<file path="config.mk">
export PLATFORM = sky130hd
export DESIGN_NAME = hiib_core
export DESIGN_NICKNAME = d
export VERILOG_FILES = /design/src/core/hiib_pkg.sv /design/src/core/hiib_core.sv
export VERILOG_INCLUDE_DIRS = /design/src /design/src/core
export SDC_FILE = /design/constraint.sdc
export NUM_CORES = 1
export LEC_CHECK = 0
export BUFFER_PORTS_ARGS = -buffer_cell sky130_fd_sc_hd__buf_2
export CAP_MARGIN = 10
export CORE_ASPECT_RATIO = 1.1
export CORE_MARGIN = 3
export CORE_UTILIZATION = 35
export CTS_CLUSTER_SIZE = 10
export DETAILED_ROUTE_END_ITERATION = 7
export PLACE_DENSITY = 0.66
export REMOVE_ABC_BUFFERS = 1
export SLEW_MARGIN = 20
export SYNTH_ARGS = -nofsm -noshare
export SYNTH_HDL_FRONTEND = slang
export SYNTH_SLANG_ARGS = --single-unit
</file>
<file path="constraint.sdc">
create_clock -name clk -period 3.3 [get_ports clk]
set_input_delay 0.66 -clock clk [delete_from_list [all_inputs] [get_ports clk]]
set_output_delay 0.66 -clock clk [all_outputs]
set_load 0.005 [all_outputs]
</file>
<file path="src/core/hiib_defines.svh">
`ifndef HIIB_DEFINES_SVH
`define HIIB_DEFINES_SVH
// ----------------------------------------
// register map
// ----------------------------------------
`define HIIB_CTL_ADDR 8'h1c
`define HIIB_CTL_RESET 8'hda
`define HIIB_POL_BIT 7
`define HIIB_GAIN_BIT 6
`define HIIB_SAMP_HI 5
`define HIIB_SAMP_LO 4
// ----------------------------------------
// input scale and timing
// ----------------------------------------
`define HIIB_MID_LEVEL 8'h80
`define HIIB_CLK_MHZ 25
`define HIIB_SAMP_US0 150
`define HIIB_SAMP_US1 200
`define HIIB_SAMP_US2 250
`define HIIB_SAMP_US3 300
`endif

</file>
<file path="src/core/hiib_pkg.sv">
package hiib_pkg;
  typedef struct packed {
    logic [7:0] ctl;
    logic [12:0] cnt;
    logic signed [8:0] amp;
    logic brake;
    logic gain_low;
    logic tick;
    logic [7:0] rdata;
  } hiib_state_s;
endpackage

</file>
<file path="src/core/hiib_core.sv">
// Overview of operation
// - polarity select resets to 1, choosing bidirectional input interpretation.
// - bidirectional open loop brakes only while input is below half scale.
// - bidirectional open loop maps input linearly to signed output around midpoint.
// - bidirectional closed loop outputs nothing up to half, then scales to full.
// - bidirectional closed loop brakes only when feedback asks, ignoring input level.
// - brake gain reduce bit lowers loop gain as braking nears completion.
// - two-bit field picks resonance sampling period 150, 200, 250 or 300 us.
// - select 0 is unidirectional: feedback brakes, input maps 0 to full scale.
`timescale 1ns/100ps
`default_nettype none
`include "hiib_defines.svh"
module hiib_core #(
  parameter int unsigned SAMP_CYC0 = `HIIB_SAMP_US0 * `HIIB_CLK_MHZ,
  parameter int unsigned SAMP_CYC1 = `HIIB_SAMP_US1 * `HIIB_CLK_MHZ,
  parameter int unsigned SAMP_CYC2 = `HIIB_SAMP_US2 * `HIIB_CLK_MHZ,
  parameter int unsigned SAMP_CYC3 = `HIIB_SAMP_US3 * `HIIB_CLK_MHZ
) (
  input wire logic clk,
  input wire logic arst_n,
  input wire logic [7:0] reg_addr,
  input wire logic reg_wr,
  input wire logic [7:0] reg_wdata,
  output logic [7:0] reg_rdata,
  input wire logic [7:0] input_level,
  input wire logic closed_loop,
  input wire logic fb_brake_req,
  input wire logic brake_near_done,
  output logic signed [8:0] amp_out,
  output logic brake_active,
  output logic gain_reduce,
  output logic sample_tick
);
  hiib_pkg::hiib_state_s st_reg;
  hiib_pkg::hiib_state_s st_next;

  // ----------------------------------------
  // helpers
  // ----------------------------------------
  function automatic logic [12:0] samp_limit(input logic [1:0] code);
    case (code)
      2'h0: samp_limit = 13'(SAMP_CYC0 - 1);
      2'h1: samp_limit = 13'(SAMP_CYC1 - 1);
      2'h2: samp_limit = 13'(SAMP_CYC2 - 1);
      default: samp_limit = 13'(SAMP_CYC3 - 1);
    endcase
  endfunction

  logic polarity;
  logic signed [8:0] centered;
  assign polarity = st_reg.ctl[`HIIB_POL_BIT];
  assign centered = $signed({1'b0, input_level}) - $signed({1'b0, `HIIB_MID_LEVEL});

  // ----------------------------------------
  // next state
  // ----------------------------------------
  always_comb begin
    st_next = st_reg;
    if (reg_wr && reg_addr == `HIIB_CTL_ADDR) begin
      st_next.ctl = reg_wdata;
    end
    // read data lags the address by one cycle; unmapped reads give zero
    st_next.rdata = (reg_addr == `HIIB_CTL_ADDR) ? st_reg.ctl : 8'h00;
    if (polarity && !closed_loop) begin
      st_next.amp = 9'(centered <<< 1);
      st_next.brake = input_level < `HIIB_MID_LEVEL;
    end else if (polarity) begin
      st_next.amp = (centered > 0) ? 9'(centered <<< 1) : 9'sh000;
      st_next.brake = fb_brake_req;
    end else begin
      // unidirectional gains back the sign bit as magnitude
      st_next.amp = $signed({1'b0, input_level});
      st_next.brake = fb_brake_req;
    end
    st_next.gain_low = st_reg.ctl[`HIIB_GAIN_BIT] && st_next.brake && brake_near_done;
    // a period change applies at once to the running count, which ends at once if already past the new limit
    if (st_reg.cnt >= samp_limit(st_reg.ctl[`HIIB_SAMP_HI:`HIIB_SAMP_LO])) begin
      st_next.cnt = 13'h0000;
      st_next.tick = 1'b1;
    end else begin
      st_next.cnt = st_reg.cnt + 13'h0001;
      st_next.tick = 1'b0;
    end
  end

  always_ff @(posedge clk or negedge arst_n) begin
    if (!arst_n) begin
      st_reg <= '0;
      st_reg.ctl <= `HIIB_CTL_RESET;
    end else begin
      st_reg <= st_next;
    end
  end

  assign reg_rdata = st_reg.rdata;
  assign amp_out = st_reg.amp;
  assign brake_active = st_reg.brake;
  assign gain_reduce = st_reg.gain_low;
  assign sample_tick = st_reg.tick;

  // a period written mid-count ends the running gap early or late, so that gap is not judged
  logic [12:0] gap_cnt;
  logic seen_tick;
  logic [1:0] gap_code;
  logic gap_mixed;
  always_ff @(posedge clk or negedge arst_n) begin
    if (!arst_n) begin
      gap_cnt <= 13'h0000;
      seen_tick <= 1'b0;
      gap_code <= 2'h0;
      gap_mixed <= 1'b0;
    end else begin
      gap_cnt <= sample_tick ? 13'h0001 : gap_cnt + 13'h0001;
      seen_tick <= seen_tick | sample_tick;
      gap_code <= st_reg.ctl[`HIIB_SAMP_HI:`HIIB_SAMP_LO];
      gap_mixed <= sample_tick ? 1'b0 : gap_mixed | (st_reg.ctl[`HIIB_SAMP_HI:`HIIB_SAMP_LO] != gap_code);
    end
  end
endmodule
`default_nettype wire

</file>
# Word-level counts from Yosys, hierarchy flattened
# Cells that the tools add are included.
word_totals:
  in_bits: 30
  out_inout_bits: 20
  wordCells: 28
  ff_bits: 41
classes:
  eq_ne: 3
  reduce_logical: 6
  mux: 7
  order_cmp: 3
  add_sub_neg: 2
ops:
  columns: ["cell", "n"]
  rows:
  - ["$pmux 13 s3", 1]
  - ["$mux 10", 2]
  - ["$add 13x1->13 const B", 1]
  - ["$ge 13x13->1", 1]
  - ["$mux 13", 1]
  - ["$gt 9x1->1 const B", 1]
  - ["$mux 9", 1]
  - ["$sub 8x8->9 const B", 1]
  - ["$eq 8x5->1 const B", 1]
  - ["$lt 8x8->1 const B", 1]
  - ["$mux 8", 1]
  - ["$logic_and 1x1->1", 4]
  - ["$eq 2x1->1 const B", 1]
  - ["$eq 2x2->1 const B", 1]
  - ["$logic_not 2->1", 1]
  - ["$logic_not 1->1", 1]
  - ["$mux 1", 1]

# Longest topological paths before layout
# Gate-level depths: netlist of run 1.
logic_depth:
  ltp_word: 7
  mapped_depth: 9
  depth_no_buf: 8

# Least setup slack after synthesis of run 1
# Ideal clock, no wire load.
synth_path:
  kind: "reg-to-reg"
  from: "register st_reg[37] (netlist name)"
  to: "register st_reg[24] (netlist name)"
  setup_slack_ps: 822
  n_path_buf: 1
  stages_incl_launch_ff: 9
  arrival_time_ps: 2344
  required_time_ps: 3166
  setup_time_ps: 134
  period_less_slack_ps: 2478
  cell_sequence: "dfstp_2 > inv_1 > ha_1 > ha_1 > nand4_1 > or4_1 > o22ai_1 > buf_2 > nor3_1"
synth_lines:
  columns: ["element", "line", "text"]
  rows:
  - ["start, declared", "hiib_core.sv:34", "hiib_pkg::hiib_state_s st_reg;"]
  - ["start signal, assigned", "hiib_core.sv:91", "st_reg <= st_next;"]

==> results.toml, run 1 <==
[sta]
fin_skew_ns = 0.00694
tightest_slew_ns = 0.876
timing.fmax_mhz = 392
setup_viol = 0
rsz0062_at_grt = "no"
relSlewSlack = 0.416
finalHoldViolCount = 0
period_share = 0.773
finalCriticalPeriod_ns = 2.55
slew_violations = 0
fin_tns_setup_ns = 0

[placed_design]
gp_congestion = 0.745
numPortBuffers = 49
hpwl_um = 2840

[worst_setup_path]
critPathKind = "reg2reg"
crit_arrival_ns = 2.74
cp_max_fo = 14
cp.required_ns = 3.49
endpoint_kind = "flip-flop"
cp-start-kind = "flip-flop"

[drt]
vias = 1385
met3WireLength_um = 229
postRouteAntennaNets = 0
drt-met1-wl_um = 1520
finalWirelength_um = 3790
top_layer = "met4"
via_per_inst = 4.69
post_drt_wl_per_cell_um = 12.9
first_pass_iters = 4
first_iter_violations = 30
drc = 0
dr_wl_met2_um = 1960

[cts]
cts_root_buffer = "clkbuf_8"
ctsHoldBuffers = 0
numCtsBuffers = 5
cts_buffer_depth = 2
cts_tree = "yes"
clkSlewWorstSetupHoldPaths_ns = 0.08
clkLatencyLatePin_ns = 0.30
h-tree-depth = 2
clock_sinks = 41
ctsResizeCount = 0
cts_setup_buffers = 0

[global_route]
grt_max_degree = 42
grtUsageTotal = 0.124
grt_pass1_vias = 1379
grt_first_pass_wirelength_um = 6520
grt_overflow = 0
antenna_found_initial = 0

[power_and_ir_drop]
p_sw_mw = 0.226
irDropWorstVdd_v = 0.000173
combPwrFrac = 0.073
swShare = 0.225
seq_power_share = 0.521
power_density_nw_per_um2 = 417
power_leakage_nw = 1.19
intPower_mw = 0.778
clockPowerShare = 0.406

[flow_run]
drv_cap = 0

[synth]
avgSynthCellArea_um2 = 11.5
yosysUniqueCellTypes = 36
synth_top_area_share = 0.432
ys_ff_latch = 41
postSynth.asyncResetShare = 1.00
yosys_warnings = 0
synth_cells = 182
synth.top_cells.by_count = "36 x dfrtp_1, 17 x buf_4, 16 x ha_1"
synth_edf_count = 0
yosysTopAreaCell = "dfrtp_1"
syn-cell-area_um2 = 2090
synth_area_leaders = "dfrtp_1 43%, ha_1 9.6%, dfstp_2 6.3%"
synth-seq-area-share = 0.495
ys_dominant_reg_cell = "dfrtp_1"
synth.most_common_cell = "dfrtp_1"

[finish]
fin_nets = 265
antennaDiodeCount = 0
final_util = 0.432
largest_reg_flops = 20
final.fill_count = 516
drive_above_1_share = 0.377
synthToLayoutAreaGrowth_pct = 15.4

[min_path]
hp-class = "in2async"

[floorplanning]
core_area_um2 = 5570
start_util = 0.374
die-width_um = 79.6
ios = 50
row_count = 28
die_h_um = 87.0
dieArea_um2 = 6920

[status]
status = "complete, no violations"
-- stage by stage --
stage | setup slack (ns) | hold slack [ns] | instances | cell area [um2] | power [mW]
after floorplan | 0.643 | 0.364 | 162 | 1950 | 0.563
after global placement | 0.803 | 0.468 | 287 | 2290 | 0.606
after detailed placement | 0.761 | 0.475 | 287 | 2290 | 0.608
after CTS | 0.724 | 0.495 | 295 | 2410 | 1.02
after global routing | 0.509 | 0.512 | 295 | 2410 | 1.05
final | 0.748 | 0.473 | 295 | 2410 | 1.00
-- cells by family after synthesis --
| family | share of synthesized area |
|---|---|
| fa+ha+maj | 0.0960 |
| simple gates | 0.167 |
| flops | 0.495 |
| xor+xnor | 0.0462 |
| mux | 0.0432 |
| compound gates | 0.0732 |
| buf+inv | 0.0798 |
-- worst paths after layout --
path | startpoint | end | slack, ns | cells after the start
hold / removal | arst_n | sample_tick | 0.47 | 1
min in group clk | st_reg[33] | reg_rdata[0] | 0.49 | 1
setup reg to reg | st_reg[37] | sample_tick | 0.75 | 8
setup / recovery | st_reg[37] | sample_tick | 0.75 | 8
hold reg to reg | st_reg[33] | reg_rdata[0] | 0.49 | 1
max in group asynchronous | arst_n | reg_rdata[1] | 2.28 | 1
-- final cells by class --
cell class	count	area [um2]	area share
Multi-Input combinational cell	114	887	0.369
Sequential cell	41	1030	0.429
Clock buffer	5	68.8	0.0286
Inverter	7	26.3	0.0109
Clock inverter	3	46.3	0.0192
Timing Repair Buffer	50	253	0.105
Tap cell	75	93.8	0.0390
-- cell usage in the layout (no fill, tap or decap), types with 2 or more instances in the layout --
cell,count
nand4_1,3
buf_2,49
o2bb2ai_1,4
nor3_1,15
and2_2,8
or4_1,2
xor2_1,2
inv_1,6
clkbuf_8,5
nor2_1,5
nand2_1,10
nor4_1,4
mux2_2,8
a21o_1,5
dfstp_2,5
xnor2_1,9
nor2b_1,2
nand3_1,4
a21oi_1,3
dfrtp_1,36
ha_1,16
a22o_1,2
-- critical path: stages, from the launching register on --
cell and delay (ns):
dfstp_2 0.58, inv_1 0.10, ha_1 0.22, o21bai_1 0.26
ha_1 0.29, a2111oi_0 0.37, o22ai_1 0.12, buf_4 0.20
or2_2 0.30
-- power by group through the flow --
stage / logic (mW) / registers [mW] / clock network (mW)
after floorplan: 0.0305 / 0.532 / 0
after global placement: 0.0732 / 0.533 / 0
after detailed placement: 0.0756 / 0.533 / 0
after CTS: 0.0762 / 0.523 / 0.420
after global routing: 0.0856 / 0.524 / 0.444
final: 0.0733 / 0.523 / 0.408
-- metal layers --
metal,GRT usage,vias to the layer above
met3,0.0414,8
met5,0,-
met1,0.144,651
met4,0.0656,0
li1,-,696
met2,0.203,30
Note: power is estimated with default switching activity, not from simulation.
==> run 2: changes to the inputs <==
ABC_AREA = 1   (was default)
PLACE_DENSITY = 0.68   (was 0.66)
clock period = 2.1 ns   (was 3.3 ns; I/O delays follow)
==> run 2 against run 1 <==
Net effect:
- the flow now finishes with violations (negative setup slack)
- flip-flop and latch count is the same
- core utilization rose by 3.2 points
- clock skew is 0.00065 ns higher
- critical endpoint is now st_reg[23]
- largest power group unchanged
==> results.toml, run 2 <==
[sta]
fin_tns_setup_ns = -0.0487
slew_violations = 0
tightest_slew_ns = 0.497
fin_skew_ns = 0.00759
setup_viol = 5
fin_ws_ns = -0.0149
finalCriticalPeriod_ns = 2.11
finalHoldViolCount = 0
timing.fmax_mhz = 473
whs_ns = 0.167
period_share = 1.01
relSlewSlack = 0.669

[floorplanning]
row_count = 29
die_h_um = 89.1
start_util = 0.371
ios = 50
dieArea_um2 = 7270
core_area_um2 = 5910
die-width_um = 81.5

[cts]
numCtsBuffers = 5
cts_buffer_depth = 2
clock_sinks = 41
ctsHoldBuffers = 0
clkLatencyLatePin_ns = 0.30
clkSlewWorstSetupHoldPaths_ns = 0.08
h-tree-depth = 2
cts_tree = "yes"
cts_root_buffer = "clkbuf_8"

[synth]
synth_edf_count = 0
postSynth.asyncResetShare = 1.00
yosys_warnings = 0
ys_ff_latch = 41
avgSynthCellArea_um2 = 8.65
synth-seq-area-share = 0.470
yosysUniqueCellTypes = 28
syn-cell-area_um2 = 2200
synth_top_area_share = 0.410
yosysTopAreaCell = "dfrtp_1"
synth_area_leaders = "dfrtp_1 41%, nand2_1 10%, ha_1 9.1%"
ys_dominant_reg_cell = "dfrtp_1"
synth.top_cells.by_count = "60 x nand2_1, 36 x dfrtp_1, 30 x nor2_1"
synth.most_common_cell = "nand2_1"
synth_cells = 254

[global_route]
antenna_found_initial = 0
grt_max_degree = 42
grt_pass1_vias = 1661
grt_first_pass_wirelength_um = 7140
grt_overflow = 0
grtUsageTotal = 0.127

[finish]
final_util = 0.464
fin_cells = 377
fin_nets = 345
fin_area_um2 = 2750
final_cell_mix = "56 x nand2_1, 49 x buf_2, 35 x dfrtp_1"
final_common_cell = "nand2_1"
synthToLayoutAreaGrowth_pct = 25.0
drive_above_1_share = 0.360
antennaDiodeCount = 0
largest_reg_flops = 20

[worst_setup_path]
critPathKind = "reg2reg"
cp-start-kind = "flip-flop"
cp_max_fo = 7
reg2reg_slack_ns = -0.01
worstReg2RegEnd = "st_reg[23]"
r2r_start = "st_reg[37]"
crit_arrival_ns = 2.30
r2r_cells = 12
cp.required_ns = 2.29
endpoint_kind = "flip-flop"
crit_path_start = "st_reg[37]"

[flow_run]
drv_cap = 0

[power_and_ir_drop]
combPwrFrac = 0.093
power_leakage_nw = 1.37
clockPowerShare = 0.401
intPower_mw = 1.27
p_sw_mw = 0.357
irDropWorstVdd_v = 0.000496
swShare = 0.220
power_density_nw_per_um2 = 592
power_mw = 1.62
seq_power_share = 0.505

[status]
status = "finished, violations left"
failed_checks = "negative setup slack"

[drt]
drc = 0
postRouteAntennaNets = 0
first_iter_violations = 73
first_pass_iters = 4
via_per_inst = 4.51
finalWirelength_um = 4490
post_drt_wl_per_cell_um = 11.9
vias = 1701

[min_path]
hp-class = "in2async"

[placed_design]
numPortBuffers = 49
dpl_cell_area_um2 = 2440
placed_cells = 365
hpwl_um = 3150
gp_congestion = 0.842
place_ws_ns = 0.00830
-- run 2: changes by cell type in the layout (fill, tap and decap cells not counted), moves of 6 or more --
| cell | delta |
|---|---|
| and2_2 | -8 |
| mux2_2 | -8 |
| nand3_1 | +14 |
| ha_1 | -8 |
| ha_4 | +7 |
| nand2_2 | +6 |
| inv_1 | +19 |
| nand2_1 | +46 |
| nor2_1 | +21 |
| xnor2_1 | -7 |
| nor2_2 | +13 |
| nor3_1 | -15 |
-- run 2: worst max-delay path by stage --
stage	end	slack (ns)	cells after the start
finish	st_reg[23]	-0.01	12
global route	st_reg[23]	-0.07	12
CTS	st_reg[20]	0.07	12
detailed placement	st_reg[32]	0.008	12
global placement	st_reg[32]	0.08	12
floorplan	st_reg[20]	0.08	11
-- run 2: logic make-up after synthesis --
| kind of cell | synth area share |
|---|---|
| DFF | 0.470 |
| xor gates and xnor gates | 0.0279 |
| AOI/OAI and AO/OA | 0.0438 |
| and+or+nand+nor | 0.253 |
| buffers and inverters | 0.114 |
| adders and majority gates | 0.0911 |
-- run 2: critical path, cell delays in order, from the launching register on --
cell	delay [ns]
dfstp_2	0.55
buf_6	0.12
ha_4	0.14
o21bai_4	0.08
ha_4	0.28
nand2_2	0.06
nor2_2	0.16
inv_1	0.06
nor2_1	0.11
nand2_1	0.09
nand2_2	0.12
clkbuf_16	0.18
nor2_2	0.04
-- run 2: final cells by class --
class / count / area, um2
clock buffers: 7 / 86.3
clock inverters: 1 / 30.0
fillers: 530 / 3170
inverters: 29 / 109
multi-input cells: 165 / 1050
flip-flops and latches: 41 / 1030
well taps: 77 / 96.3
repair buffers: 57 / 343
-- run 2: power groups by stage --
| stage | Combinational (mW) | Sequential, mW | Clock (mW) |
|---|---|---|---|
| 5_1_grt | 0.175 | 0.824 | 0.695 |
| 6_report | 0.152 | 0.821 | 0.652 |
| 2_1_floorplan | 0.0507 | 0.836 | 0 |
| 3_5_place_dp | 0.125 | 0.835 | 0 |
| 3_3_place_gp | 0.122 | 0.835 | 0 |
| 4_1_cts | 0.127 | 0.820 | 0.664 |
-- run 2: per-layer routing --
metal	part of all wire	GRT usage	vias to the layer above	routed length [um]
met1	0.41	0.152	791	1830
li1	-	-	863	-
met2	0.52	0.212	40	2340
met3	0.054	0.0343	7	243
met4	0.019	0.0630	0	85
met5	0	0	-	0
-- run 2: timing repair --
| item | 4_1_cts | 5_1_grt |
|---|---|---|
| cloned | 0 | 1 |
| buffers inserted | 0 | 3 |
| pin swaps | 0 | 14 |
| resized for setup | 1 | 29 |
| setup endpoints to repair | 4 | 14 |
==> run 3: changes to the inputs <==
==> constraint.sdc (replaced) <==
create_clock -name clk -period 2.1 [get_ports clk]
set_input_delay 0.21 -clock clk [delete_from_list [all_inputs] [get_ports clk]]
set_output_delay 0.21 -clock clk [all_outputs]
set_load 0.005 [all_outputs]
==> run 3 against run 2 <==
Net effect:
- the flow now finishes without violations
- count of clock-buffer cells in the layout shrank 1
- non-clock buffer count grew 1
- worst setup slack gained 0.12 ns
- die area is the same
- clock power shrank 5.1%
- clock skew is essentially flat
- core utilization shrank 0.83 points
- routed wire length shrank 7.3%
- final cell count grew 0.27%
- total power shrank 2.4%
- via count grew 0.18%
- critical path depth is the same
==> results.toml, run 3 (synthesized netlist as in run 2, its figures left out) <==
[worst_setup_path]
critPathSlowestCell = "dfstp_2"
cp.required_ns = 2.27
critPathKind = "reg2reg"
slowest_delay_ns = 0.57
cp-start-kind = "flip-flop"
path_buf_inv = 3
crit_arrival_ns = 2.17
cp_cell_sequence = "buf_6, ha_4, o21bai_4, ha_4, nand2_1, nor2_2, inv_1, nor2_1, nand2_1, nand2_2, buf_12, nor2_2"
endpoint_kind = "flip-flop"
crit_family = "flip-flops"
cp_max_fo = 14

[placed_design]
gp_congestion = 0.851
placed_cells = 366
numPortBuffers = 49
hpwl_um = 3250
place_ws_ns = -0.00623

[drt]
postRouteAntennaNets = 0
post_drt_wl_per_cell_um = 11.0
vias = 1704
first_iter_violations = 56
first_pass_iters = 4
met3WireLength_um = 210
finalWirelength_um = 4170
drt-met1-wl_um = 1710
via_per_inst = 4.51
top_layer = "met4"
drc = 0
dr_wl_met2_um = 2210

[power_and_ir_drop]
irDropWorstVdd_v = 0.000880
power_density_nw_per_um2 = 588
power_leakage_nw = 1.36

[sta]
fin_tns_setup_ns = 0
whs_ns = 0.103
finalCriticalPeriod_ns = 1.99
tightest_slew_ns = 0.310
fin_ws_ns = 0.107
finalHoldViolCount = 0
relSlewSlack = 0.792
setup_viol = 0
timing.fmax_mhz = 502
fin_skew_ns = 0.00768
period_share = 0.949
slew_violations = 0

[finish]
fin_nets = 346
final_common_cell = "nand2_1"
multiInputGateArea_um2 = 1010
drive_above_1_share = 0.339
fin_cells = 378
antennaDiodeCount = 0
final.fill_count = 542
synthToLayoutAreaGrowth_pct = 22.8
regArea_um2 = 1030
largest_reg_flops = 20
final_cell_mix = "59 x nand2_1, 49 x buf_2, 35 x dfrtp_1"

[floorplanning]
core_area_um2 = 5910
die_h_um = 89.1
start_util = 0.371
dieArea_um2 = 7270
row_count = 29
ios = 50
die-width_um = 81.5

[flow_run]
drv_cap = 0

[cts]
cts_root_buffer = "clkbuf_8"
clkLatencyLatePin_ns = 0.29
clkSlewWorstSetupHoldPaths_ns = 0.08
cts_buffer_depth = 2
h-tree-depth = 2
cts_tree = "yes"
clock_sinks = 41
numCtsBuffers = 5

[min_path]
hp-class = "in2reg"

[global_route]
grt_pass1_vias = 1647
grt_max_degree = 20
antenna_found_initial = 0
grt_overflow = 0
grt_first_pass_wirelength_um = 7110
grtUsageTotal = 0.123

[status]
status = "complete, no violations"
==> run 3: worst paths after layout <==
| path | start | to | slack (ns) | depth (start not counted) |
|---|---|---|---|---|
| max in group asynchronous | arst_n | st_reg[39] | 1.24 | 3 |
| hold reg to reg | st_reg[34] | st_reg[34] | 0.47 | 2 |
| setup reg to reg | st_reg[37] | st_reg[20] | 0.11 | 12 |
| hold / removal | input_level[7] | amp_out[8] | 0.10 | 2 |
| min in group asynchronous | arst_n | amp_out[3] | 0.30 | 2 |
| setup / recovery | st_reg[37] | st_reg[20] | 0.11 | 12 |
==> run 3: stage by stage <==
step	util	power, mW	instance area (um2)
finish	0.456	1.59	2700
global placement	0.414	0.959	2450
detailed placement	0.414	0.963	2450
floorplan	-	0.886	2050
CTS	0.435	1.58	2570
global route	0.456	1.67	2700
==> run 3: per-layer routing <==
layer | global-route usage | vias up
met2 | 0.219 | 27
met5 | 0 | -
met1 | 0.147 | 803
met4 | 0.0323 | 0
li1 | - | 870
met3 | 0.0323 | 4
==> run 3: cell type report <==
| type | count | share of cell area |
|---|---|---|
| sequential | 41 | 0.383 |
| clock buffer | 6 | 0.0269 |
| tap | 77 | 0.0357 |
| inverter | 29 | 0.0413 |
| clock inverter | 2 | 0.0144 |
| multi-input combinational | 165 | 0.376 |
| timing repair buffer | 58 | 0.123 |
==> run 3: report_power, final <==
part | switching, mW | internal, mW | leakage [nW]
Combinational | 0.0778 | 0.0678 | 0.787
Clock | 0.262 | 0.357 | 0.0554
Sequential | 0.0105 | 0.811 | 0.517
==> run 3: worst reg2reg max path, cell delays in order (launching register included) <==
cell and delay, ns:
dfstp_2 0.57, buf_6 0.13, ha_4 0.15, o21bai_4 0.09, ha_4 0.27, nand2_1 0.05, nor2_2 0.12, inv_1 0.05
nor2_1 0.10, nand2_1 0.07, nand2_2 0.08, buf_12 0.15, nor2_2 0.05
==> run 3: repair_timing <==
action	4_1_cts	5_1_grt
endpoints found under the setup margin	13	14
hold endpoints to repair	8	0
pin swaps	0	6
hold buffers	1	0
gates resized for setup	1	22
buffers inserted	0	3
